## src/verilog/dbgtp_pkg.sv

```systemverilog
// Shared constants and carrier types for the debug event and trace pins
package dbgtp_pkg;

	localparam int unsigned ACK_CYCLES = 3;
	localparam int unsigned SETTLE_CYCLES = 4;
	localparam int unsigned CNT_W = 3;
	localparam int unsigned SYNC_DEPTH = 3;
	localparam int unsigned SIZE_W = 2;
	localparam int unsigned PSTAT_W = 4;
	localparam int unsigned TRACE_PINS = SIZE_W + PSTAT_W;
	localparam int unsigned SIZE_LSB = 0;
	localparam int unsigned PSTAT_LSB = SIZE_W;
	localparam logic [TRACE_PINS-1:0] TRACE_MODE_RESET = 6'h00;
	localparam logic PIN_LOW = 1'b0;

	localparam logic [CNT_W-1:0] ACK_LAST = CNT_W'(ACK_CYCLES - 1);
	localparam logic [CNT_W-1:0] SETTLE_LAST = CNT_W'(SETTLE_CYCLES - 1);
	localparam logic [CNT_W-1:0] CNT_ZERO = 3'h0;

	typedef enum logic [2:0] {
		EV_IDLE = 3'b001,
		EV_ACK  = 3'b010,
		EV_HOLD = 3'b100
	} dbgtp_ev_state_e;

	// Controller trace content presented on the emulation pins
	typedef struct packed {
		logic [PSTAT_W-1:0] pipeline_state_code;
		logic [SIZE_W-1:0]  access_size_code;
	} dbgtp_trace_s;

	// One open-drain pin as seen from the device
	typedef struct packed {
		logic out;
		logic oe;
	} dbgtp_pin_s;

endpackage : dbgtp_pkg

```

## src/verilog/dbgtp_top.sv

```systemverilog
// Debug-event lines and emulation trace pins for the dual-core device
//
// Overview of operation
// - Select high moves both event lines to the alternate pins.
// - Outside pull of controller line requests debug; same line acks.
// - Controller debug entry pulls its line for exactly three clocks.
// - Outside pull of sigproc line requests its debug; same line acks.
// - Sigproc debug entry pulls its event line for three clocks.
// - Trace pins reset to general-purpose inputs until set for trace.
// - Size pins show controller access size in trace use, else GPIO.
// - State pins show controller pipeline state in trace use, else GPIO.
module dbgtp_top
	import dbgtp_pkg::*;
(
	// Clock and reset
	input  wire logic                  clk,
	input  wire logic                  rst_n,
	// Location select pin
	input  wire logic                  debug_pin_location_select,
	// Controller debug-event pins, primary and alternate
	input  wire logic                  controller_debug_event_in,
	output logic                       controller_debug_event_out,
	output logic                       controller_debug_event_oe,
	input  wire logic                  controller_debug_event_alt_in,
	output logic                       controller_debug_event_alt_out,
	output logic                       controller_debug_event_alt_oe,
	// Signal-processor debug-event pins, primary and alternate
	input  wire logic                  sigproc_debug_event_in,
	output logic                       sigproc_debug_event_out,
	output logic                       sigproc_debug_event_oe,
	input  wire logic                  sigproc_debug_event_alt_in,
	output logic                       sigproc_debug_event_alt_out,
	output logic                       sigproc_debug_event_alt_oe,
	// Core debug handshakes
	input  wire logic                  controller_debug_entered,
	output logic                       controller_debug_request,
	input  wire logic                  sigproc_debug_entered,
	output logic                       sigproc_debug_request,
	// Controller trace source
	input  wire dbgtp_trace_s          trace_source,
	// Trace mode programming
	input  wire logic                  trace_mode_write,
	input  wire logic [TRACE_PINS-1:0] trace_mode_value,
	output logic [TRACE_PINS-1:0]      trace_mode,
	// General-purpose side of the trace pins
	input  wire logic [TRACE_PINS-1:0] gpio_out_value,
	input  wire logic [TRACE_PINS-1:0] gpio_out_enable,
	output logic [TRACE_PINS-1:0]      gpio_in_level,
	// Trace pins
	input  wire logic [TRACE_PINS-1:0] trace_pin_in,
	output logic [TRACE_PINS-1:0]      trace_pin_out,
	output logic [TRACE_PINS-1:0]      trace_pin_oe
);

	logic [SYNC_DEPTH-1:0]                 sel_sync;
	logic                                  alt_sel;
	logic [TRACE_PINS-1:0][SYNC_DEPTH-1:0] pin_sync;
	logic [TRACE_PINS-1:0]                 trace_bits;
	dbgtp_pin_s                            ctl_prim;
	dbgtp_pin_s                            ctl_alt;
	dbgtp_pin_s                            sp_prim;
	dbgtp_pin_s                            sp_alt;

	// Select pin filtered like any other pin input
	always_ff @(posedge clk)
	begin
		if (!rst_n)
		begin
			sel_sync <= '0;
			alt_sel <= 1'b0;
		end
		else
		begin
			sel_sync <= {sel_sync[SYNC_DEPTH-2:0], debug_pin_location_select};
			if (sel_sync[1] == sel_sync[2])
				alt_sel <= sel_sync[2];
		end
	end

	dbgtp_event_line u_controller_event (
		.clk           (clk),
		.rst_n         (rst_n),
		.alt_sel       (alt_sel),
		.prim_in       (controller_debug_event_in),
		.alt_in        (controller_debug_event_alt_in),
		.core_entered  (controller_debug_entered),
		.debug_request (controller_debug_request),
		.prim_pin      (ctl_prim),
		.alt_pin       (ctl_alt)
	);

	dbgtp_event_line u_sigproc_event (
		.clk           (clk),
		.rst_n         (rst_n),
		.alt_sel       (alt_sel),
		.prim_in       (sigproc_debug_event_in),
		.alt_in        (sigproc_debug_event_alt_in),
		.core_entered  (sigproc_debug_entered),
		.debug_request (sigproc_debug_request),
		.prim_pin      (sp_prim),
		.alt_pin       (sp_alt)
	);

	// Event pin drive is already registered inside the line handlers
	assign controller_debug_event_out = ctl_prim.out;
	assign controller_debug_event_oe = ctl_prim.oe;
	assign controller_debug_event_alt_out = ctl_alt.out;
	assign controller_debug_event_alt_oe = ctl_alt.oe;
	assign sigproc_debug_event_out = sp_prim.out;
	assign sigproc_debug_event_oe = sp_prim.oe;
	assign sigproc_debug_event_alt_out = sp_alt.out;
	assign sigproc_debug_event_alt_oe = sp_alt.oe;

	// Trace mode, cleared at reset so all pins start as inputs
	always_ff @(posedge clk)
	begin
		if (!rst_n)
			trace_mode <= TRACE_MODE_RESET;
		else if (trace_mode_write)
			trace_mode <= trace_mode_value;
	end

	assign trace_bits = {trace_source.pipeline_state_code,
		trace_source.access_size_code};

	// Pin mux, output and enable registered per pin so the pads see no glitches
	for (genvar p = 0; p < TRACE_PINS; p++)
	begin : g_pin
		always_ff @(posedge clk)
		begin
			if (!rst_n)
			begin
				trace_pin_out[p] <= 1'b0;
				trace_pin_oe[p] <= 1'b0;
			end
			else if (trace_mode[p])
			begin
				trace_pin_out[p] <= trace_bits[p];
				trace_pin_oe[p] <= 1'b1;
			end
			else
			begin
				trace_pin_out[p] <= gpio_out_value[p];
				trace_pin_oe[p] <= gpio_out_enable[p];
			end
		end

		always_ff @(posedge clk)
		begin
			if (!rst_n)
			begin
				pin_sync[p] <= '0;
				gpio_in_level[p] <= 1'b0;
			end
			else
			begin
				pin_sync[p] <= {pin_sync[p][SYNC_DEPTH-2:0], trace_pin_in[p]};
				if (pin_sync[p][1] == pin_sync[p][2])
					gpio_in_level[p] <= pin_sync[p][2];
			end
		end
	end

	chk_reset_all_inputs: assert property (@(posedge clk)
		!rst_n |=> (trace_pin_oe == '0) && (trace_mode == TRACE_MODE_RESET))
		else $error("trace pins not inputs after reset");

	chk_trace_size_code: assert property (@(posedge clk) disable iff (!rst_n)
		trace_mode[SIZE_LSB] |=> trace_pin_oe[SIZE_LSB]
			&& trace_pin_out[SIZE_LSB]
			== $past(trace_source.access_size_code[0]))
		else $error("size code not on pin");

	chk_trace_pstat_code: assert property (@(posedge clk) disable iff (!rst_n)
		trace_mode[PSTAT_LSB] |=> trace_pin_oe[PSTAT_LSB]
			&& trace_pin_out[PSTAT_LSB]
			== $past(trace_source.pipeline_state_code[0]))
		else $error("pipeline state not on pin");

	chk_gpio_follows: assert property (@(posedge clk) disable iff (!rst_n)
		!trace_mode[PSTAT_LSB] |=> trace_pin_oe[PSTAT_LSB]
			== $past(gpio_out_enable[PSTAT_LSB]))
		else $error("gpio enable not passed");

	chk_alt_releases_prim: assert property (@(posedge clk) disable iff (!rst_n)
		alt_sel ##1 alt_sel |-> !controller_debug_event_oe
			&& !sigproc_debug_event_oe)
		else $error("primary line driven while moved");

	chk_ctl_ack_length: assert property (@(posedge clk) disable iff (!rst_n)
		$rose(controller_debug_event_oe) ##1 !alt_sel [*3]
			|-> $past(controller_debug_event_oe)
			&& $past(controller_debug_event_oe, 2)
			&& !controller_debug_event_oe)
		else $error("controller ack length wrong");

	chk_ctl_ack_follows: assert property (@(posedge clk) disable iff (!rst_n)
		controller_debug_entered && !alt_sel ##1 !alt_sel
			|-> ##[0:8] controller_debug_event_oe)
		else $error("controller entry not acknowledged");

	chk_sp_ack_follows: assert property (@(posedge clk) disable iff (!rst_n)
		sigproc_debug_entered && alt_sel ##1 alt_sel
			|-> ##[0:8] sigproc_debug_event_alt_oe)
		else $error("sigproc entry not acknowledged");

	chk_request_pulse: assert property (@(posedge clk) disable iff (!rst_n)
		controller_debug_request |=> !controller_debug_request)
		else $error("request longer than one cycle");

endmodule : dbgtp_top

```

## src/verilog/dbgtp_event_line.sv

```systemverilog
// Debug-event line handler for one core, primary and alternate location
module dbgtp_event_line
	import dbgtp_pkg::*;
(
	// Clock and reset
	input  wire logic clk,
	input  wire logic rst_n,
	// Location select, already synchronised
	input  wire logic alt_sel,
	// Raw pin levels
	input  wire logic prim_in,
	input  wire logic alt_in,
	// Core side
	input  wire logic core_entered,
	output logic      debug_request,
	// Pin drive
	output dbgtp_pin_s prim_pin,
	output dbgtp_pin_s alt_pin
);

	logic [1:0][SYNC_DEPTH-1:0] sync;
	logic [1:0]                 level;
	logic                       line_now;
	logic                       line_prev;
	logic [CNT_W-1:0]           cnt;
	logic                       pulling;
	dbgtp_ev_state_e            state;

	// Three-stage synchroniser, level taken once stages two and three agree
	for (genvar i = 0; i < 2; i++)
	begin : g_sync
		always_ff @(posedge clk)
		begin
			if (!rst_n)
			begin
				sync[i] <= '1;
				level[i] <= 1'b1;
			end
			else
			begin
				sync[i] <= {sync[i][SYNC_DEPTH-2:0], (i == 0) ? prim_in : alt_in};
				if (sync[i][1] == sync[i][2])
					level[i] <= sync[i][2];
			end
		end
	end

	assign line_now = alt_sel ? level[1] : level[0];

	always_ff @(posedge clk)
	begin
		if (!rst_n)
			line_prev <= 1'b1;
		else
			line_prev <= line_now;
	end

	// Own pull reads back late, so HOLD waits out the synchroniser first
	always_ff @(posedge clk)
	begin
		if (!rst_n)
		begin
			state <= EV_IDLE;
			cnt <= CNT_ZERO;
		end
		else
		begin
			unique case (state)
				EV_IDLE:
				begin
					if (core_entered)
					begin
						state <= EV_ACK;
						cnt <= ACK_LAST;
					end
				end
				EV_ACK:
				begin
					if (cnt == CNT_ZERO)
					begin
						state <= EV_HOLD;
						cnt <= SETTLE_LAST;
					end
					else
						cnt <= cnt - 1'b1;
				end
				EV_HOLD:
				begin
					if (cnt != CNT_ZERO)
						cnt <= cnt - 1'b1;
					else if (line_now)
						state <= EV_IDLE;
				end
				default:
				begin
					state <= EV_IDLE;
					cnt <= CNT_ZERO;
				end
			endcase
		end
	end

	assign pulling = (state == EV_ACK);

	// Falling edge of the shared line is an external request
	always_ff @(posedge clk)
	begin
		if (!rst_n)
			debug_request <= 1'b0;
		else
			debug_request <= (state == EV_IDLE) && !core_entered
				&& line_prev && !line_now;
	end

	// Only ever pull low; the unselected location stays released
	always_ff @(posedge clk)
	begin
		if (!rst_n)
		begin
			prim_pin <= '{out: PIN_LOW, oe: 1'b0};
			alt_pin <= '{out: PIN_LOW, oe: 1'b0};
		end
		else
		begin
			prim_pin <= '{out: PIN_LOW, oe: pulling && !alt_sel};
			alt_pin <= '{out: PIN_LOW, oe: pulling && alt_sel};
		end
	end

	chk_ack_three_cycles: assert property (@(posedge clk) disable iff (!rst_n)
		$rose(state == EV_ACK) |=> (state == EV_ACK) [*2] ##1 (state == EV_HOLD))
		else $error("ack phase not three cycles");

	chk_pin_drives_low: assert property (@(posedge clk) disable iff (!rst_n)
		!prim_pin.out && !alt_pin.out
			&& ((prim_pin.oe || alt_pin.oe)
			== ($past(pulling) && $past(rst_n))))
		else $error("event pin drive wrong");

	chk_one_location: assert property (@(posedge clk) disable iff (!rst_n)
		!(prim_pin.oe && alt_pin.oe))
		else $error("both locations pulled");

endmodule : dbgtp_event_line

```

## config.mk

```make
export PLATFORM = sky130hd
export DESIGN_NAME = dbgtp_top
export DESIGN_NICKNAME = d
export VERILOG_FILES = /design/src/verilog/dbgtp_pkg.sv /design/src/verilog/dbgtp_top.sv /design/src/verilog/dbgtp_event_line.sv
export SDC_FILE = /design/constraint.sdc
export NUM_CORES = 1
export LEC_CHECK = 0
export BUFFER_PORTS_ARGS = -buffer_cell sky130_fd_sc_hd__buf_2
export CAP_MARGIN = 10
export CORE_UTILIZATION = 52
export DETAILED_ROUTE_END_ITERATION = 12
export GPL_ROUTABILITY_DRIVEN = 0
export PLACE_DENSITY = 0.89
export SLEW_MARGIN = 20
export SYNTH_ARGS = -nofsm -noshare
export SYNTH_HDL_FRONTEND = slang
export SYNTH_SLANG_ARGS = --single-unit
```

## constraint.sdc

```tcl
create_clock -name clk -period 1.8 [get_ports clk]
set_input_delay 0.18 -clock clk [delete_from_list [all_inputs] [get_ports clk]]
set_output_delay 0.18 -clock clk [all_outputs]
set_load 0.02 [all_outputs]
```

* Yosys cells after proc, flatten, opt, wreduce, memory -nomap -nowiden
Cells that the tools add are included.
Widths: inputs -> output; s select.
** Cells by class
- Add/subtract/negate cells :: 2
- Eq/ne operators :: 27
- Muxes and demuxes :: 30
- Reduce and logical (&&, ||, !) cells :: 23
** Operator list (number)
- $mux 3 :: 12
- $pmux 3 s3 :: 4
- $mux 1 :: 14
- $ne 2x2->1 const B :: 6
- $eq 1x1->1 :: 11
- $logic_and 1x1->1 :: 10
- $ne 2x1->1 const B :: 4
- $reduce_and 4->1 :: 2
- $eq 3x1->1 const B :: 2
- $eq 3x2->1 const B :: 2
- $eq 3x3->1 const B :: 2
- $logic_not 3->1 :: 2
- $reduce_bool 3->1 :: 2
- $sub 3x1->3 const B :: 2
- $logic_not 1->1 :: 5
- $reduce_and 2->1 :: 2
** Word-level totals
- Register bits after elaboration :: 82
- Bits of input ports :: 40
- Output and inout port bits :: 34

* Depth between registers and ports, before layout
- Depth in word-level cells :: 4
- Gate-level depth with buffers :: 6
- Depth with buffers taken out :: 6

* Modules after synthesis
Synthesis repeated with hierarchy kept, for this count alone.
** Second synthesis, totals
- Cells, all modules :: 282
- Area, all modules :: 3050.4 um2
** By module, submodules not included
- dbgtp_event_line :: instances 2, cells each 79, area an instance 788.3 um2, sequential area each 360.3 um2
- dbgtp_top :: instances 1, cells each 124, area an instance 1473.9 um2, sequential area each 920.9 um2

* Least setup slack after synthesis
No wires, ideal clock.
- Kind :: flip-flop to flip-flop
- From :: register u_sigproc_event.cnt[0]
- To :: register u_sigproc_event.cnt[2]
- Library setup time :: 0.122 ns
- Data arrival time :: 1.347 ns
- Required time :: 1.678 ns
- Path slack :: 0.331 ns
- Cell stages (with the launch flop) :: 7
- Path through :: dfxtp_1 inv_1 ha_1 or2b_2 a21oi_1 nor4b_1 a311o_1
** Between the ends
- Cells in the longest elaborated chain, start to end :: 3
- Elaborated cells between the ends (all ways) :: 8
** Ends and longest elaborated chain
- from (decl) :: RTL line dbgtp_event_line.sv:25 : logic [CNT_W-1:0] cnt;
- from (signal assigned) :: RTL line dbgtp_event_line.sv:85 : cnt <= cnt - 1'b1;
- from (signal assigned) :: RTL line dbgtp_event_line.sv:90 : cnt <= cnt - 1'b1;
- $sub 3x1->3, or another cell as far along :: RTL line dbgtp_event_line.sv:85, dbgtp_event_line.sv:90
- $mux 3, or another cell as far along :: RTL line dbgtp_event_line.sv:89 : if (cnt != CNT_ZERO)
- $pmux 3 s3 or $reduce_and 2->1 (tied branches)
Parallel ways exist; a longest one is shown, timed or not. The select of a mux whose other input is x is not followed.
A chain may end at the register's enable or synchronous reset.

* Worst setup path in the final report
Ends and elaborated chain as after synthesis.

==> flow_summary_export.csv <==
group,metric,value,unit
cts,cts.path.max_buffers,2,
setup_path,critPathLaunchType,"register",
finish,drive_gt1_share,25.0,%
setup_path,crit_arrival,1.87,ns
drt,ant_nets,0,
floorplan,start_util,55.3,%
setup_path,cpPeakStageDelay,0.33,ns
setup_path,critical_path.cell_chain,"inv_1 -> ha_1 -> or2b_2 -> a21oi_1 -> nor4b_1 -> a311o_1",
synthesis,synth_adder_area_share,1.73,%
cts,cts_root_buffer,"clkbuf_8",
placed_design,place_hpwl,3.62,mm
synthesis,synth_compound_area_share,10.9,%
floorplan,rows,26,
floorplan,fp.dieH,76.7,um
synthesis,synth_top_family_by_area,"simple AND/OR/NAND/NOR gates",
floorplan,die_w,76.7,um
cts,cts_tree,"done",
synthesis,avgSynthCellArea,9.89,um^2
drt,via_count,2161,
global_route,grt_util_all_layers,19.3,%
floorplan,core_area,5240,um^2
global_route,grt_busiest_layer,"met2",
finish,area_delta_synth_final,19.7,%
worst_hold_path,hp-class,"in2reg",
setup_path,reg2reg_from,"u_sigproc_event.cnt[0]$_SDFFE_PN0P_",
global_route,grt_pass1_wl,9.14,mm
timing,relSlewSlack,66.5,%
timing,fin_crit,1.64,ns
timing,setup_ws,0.162,ns
finish,final_util,66.2,%
setup_path,critPathKind,"reg2reg",
finish,fin_nets,405,
global_route,use_met3,4.64,%
synthesis,synth-xor-area-share,0,%
timing,rsz0062_at_grt,"no",
finish,diodes,0,
power,ir_worst_vdd,0.630,mV
status,status,"finished, final reports clean",
timing,hold_viol_final,0,
placed_design,dp_cells,420,
setup_path,cpMaxStageDelayCell,"dfxtp_1",
setup_path,path_max_fanout,4,
cts,hold_buffers,0,
drt,drc,0,
setup_path,crit_buf_inv,1,
floorplan,die-area,5880,um^2
global_route,grt_max_degree,29,
synthesis,yosysSeqAreaShare,56.6,%
synthesis,synth_cell_type_count,43,
placed_design,place_area,3260,um^2
finish,fin_cells,434,
cts,cts_buffers,9,
setup_path,crit_family,"compound AO/OA/AOI/OAI gates",
drt,routed_wl,5.24,mm
cts,post_cts_buffers,0,
timing,fmax,611,MHz
power,power,3.63,mW
timing,tightest_slew,0.502,ns
synthesis,synthMuxAreaShare,4.84,%
synthesis,synthSimpleGateAreaFrac,21.4,%
placed_design,io_buffers,69,
cts,clk_latency,0.34,ns
setup_path,cp_data_required_time,2.03,ns
setup_path,regToRegSetupSlack,0.16,ns
drt,drtIter0Drc,130,
cts,post_cts_resized,0,
setup_path,r2r_cells,6,
worst_hold_path,holdPathEnd,"u_sigproc_event.sync[3]$_SDFF_PN1_",
timing,setup-violations-final,0,
floorplan,io-pin-count,74,
setup_path,r2r-end,"u_sigproc_event.cnt[2]$_SDFFE_PN0P_",
global_route,met1_usage,22.9,%
setup_path,crit_cells,6,
drt,drtPass1Iterations,4,
synthesis,synth_area,2900,um^2
timing,finClkSkew,0.00509,ns
synthesis,ys_ff_latch,82,
global_route,grt_util_met2,32.3,%
finish,fill_cells,420,
drt,routed_via_density,4.98,
setup_path,crit_path_end_kind,"register",
placed_design,place_ws,0.217,ns
worst_hold_path,min_path_cells,2,
power,pwr_density_cell,1050,nW/um^2
global_route,grt_pass1_vias,2104,
cts,cts_num_sinks,82,
synthesis,synthCells,293,
synthesis,ys_warn_count,0,
timing,holdWs,0.0119,ns
global_route,overflow,0,
finish,postLayoutCellArea,3470,um^2
worst_hold_path,hp-start,"sigproc_debug_event_alt_in",
flow_run,drv_cap,0,
finish,layout_common_cells,"82 x dfxtp_1, 69 x buf_2, 35 x nor2_1",
timing,period_share,91.0,%
power,p_leak,1.52,nW
cts,cts_htree_levels,3,
finish,layout_commonest_cell,"dfxtp_1",
timing,drv_slew,0,
cts,path_clk_slew,0.08,ns
drt,wire_per_inst,12.1,um
global_route,antenna_found_initial,0,
timing,setup-tns-final,0,ns
routing by layer:
metal	routed length, um	vias up
met3	283	9
met5	0	-
met4	87	0
met2	2430	77
met1	2430	975
li1	-	1100
synthesized netlist by cell type (all sizes together):
library cell,n,area share [%]
a22oi,1,0.26
a21oi,21,3.8
nor3b,3,0.95
buf,8,1.6
a311o,2,0.69
o311ai,1,0.30
a31oi,1,0.22
a2bb2oi,1,0.30
nand2b,15,3.2
nor2b,3,0.65
nand2,14,1.8
nor3,5,0.86
o21ai,18,3.1
and4,1,0.30
nor4,1,0.22
clkbuf,8,1.4
conb,1,0.13
o31ai,1,0.26
nand3,2,0.35
dfxtp,82,57
a211oi,2,0.52
or2b,1,0.30
and2,21,4.5
nor2,35,4.5
o221a,1,0.39
ha,4,1.7
nor4b,2,1.1
o21bai,1,0.26
and2b,3,0.86
a2111oi,1,0.35
o21a,2,0.52
nand3b,4,1.0
inv,10,1.3
and3,3,0.65
mux2i,14,4.8
where the power goes:
part / internal, mW / switching (mW) / total (mW)
clock network: 0.802 / 0.586 / 1.39
logic: 0.138 / 0.180 / 0.318
registers: 1.89 / 0.0419 / 1.93
total: 2.83 / 0.808 / 3.63
area by class of cell:
class	count	area, um^2	share of cell area (%)
sequential	82	1640	47.3
multi-input combinational	188	1140	32.9
timing repair buffer	70	353	10.2
clock buffer	11	141	4.08
tap	70	87.6	2.53
clock inverter	3	65.1	1.88
inverter	10	37.5	1.08
how the worst max path moves through the flow:
stage / startpoint / to / slack [ns]
3_3_place_gp: u_sigproc_event.cnt[0]$_SDFFE_PN0P_ / u_sigproc_event.cnt[2]$_SDFFE_PN0P_ / 0.30
5_1_grt: u_sigproc_event.cnt[0]$_SDFFE_PN0P_ / u_sigproc_event.cnt[2]$_SDFFE_PN0P_ / 0.05
3_5_place_dp: u_sigproc_event.cnt[0]$_SDFFE_PN0P_ / u_sigproc_event.cnt[2]$_SDFFE_PN0P_ / 0.22
2_1_floorplan: u_sigproc_event.cnt[0]$_SDFFE_PN0P_ / u_sigproc_event.cnt[2]$_SDFFE_PN0P_ / 0.33
6_report: u_sigproc_event.cnt[0]$_SDFFE_PN0P_ / u_sigproc_event.cnt[2]$_SDFFE_PN0P_ / 0.16
4_1_cts: u_sigproc_event.cnt[0]$_SDFFE_PN0P_ / u_sigproc_event.cnt[2]$_SDFFE_PN0P_ / 0.17
logic make-up (layout without fill, tap and decap cells):
group	Yosys count	after routing
buffers and inverters	26	94
multiplexers	14	14
adder cells (fa/ha/maj)	4	4
AND/OR/NAND/NOR	113	113
other	1	4
flip-flops	82	82
AO/OA/AOI/OAI	53	53
state kept, by name (all words and copies together) (netlist names), 2 cells and up:
| register | count |
|---|---|
| trace_pin_oe | 6 |
| trace_pin_out | 6 |
| u_controller_event.cnt | 3 |
| u_sigproc_event.sync | 6 |
| u_sigproc_event.level | 2 |
| u_sigproc_event.state | 3 |
| trace_mode | 6 |
| pin_sync | 18 |
| u_sigproc_event.cnt | 3 |
| u_controller_event.level | 2 |
| u_controller_event.sync | 6 |
| gpio_in_level | 6 |
| u_controller_event.state | 3 |
| sel_sync | 3 |
worst register-to-register path: cells and delay by family, from the launching register on:
kind / cells / cell delay (ns)
compound gates: 2 / 0.50
fa+ha+maj: 1 / 0.18
buf+inv: 1 / 0.11
flops: 1 / 0.33
simple gates: 2 / 0.41
Power figures use the tool's default switching activity.
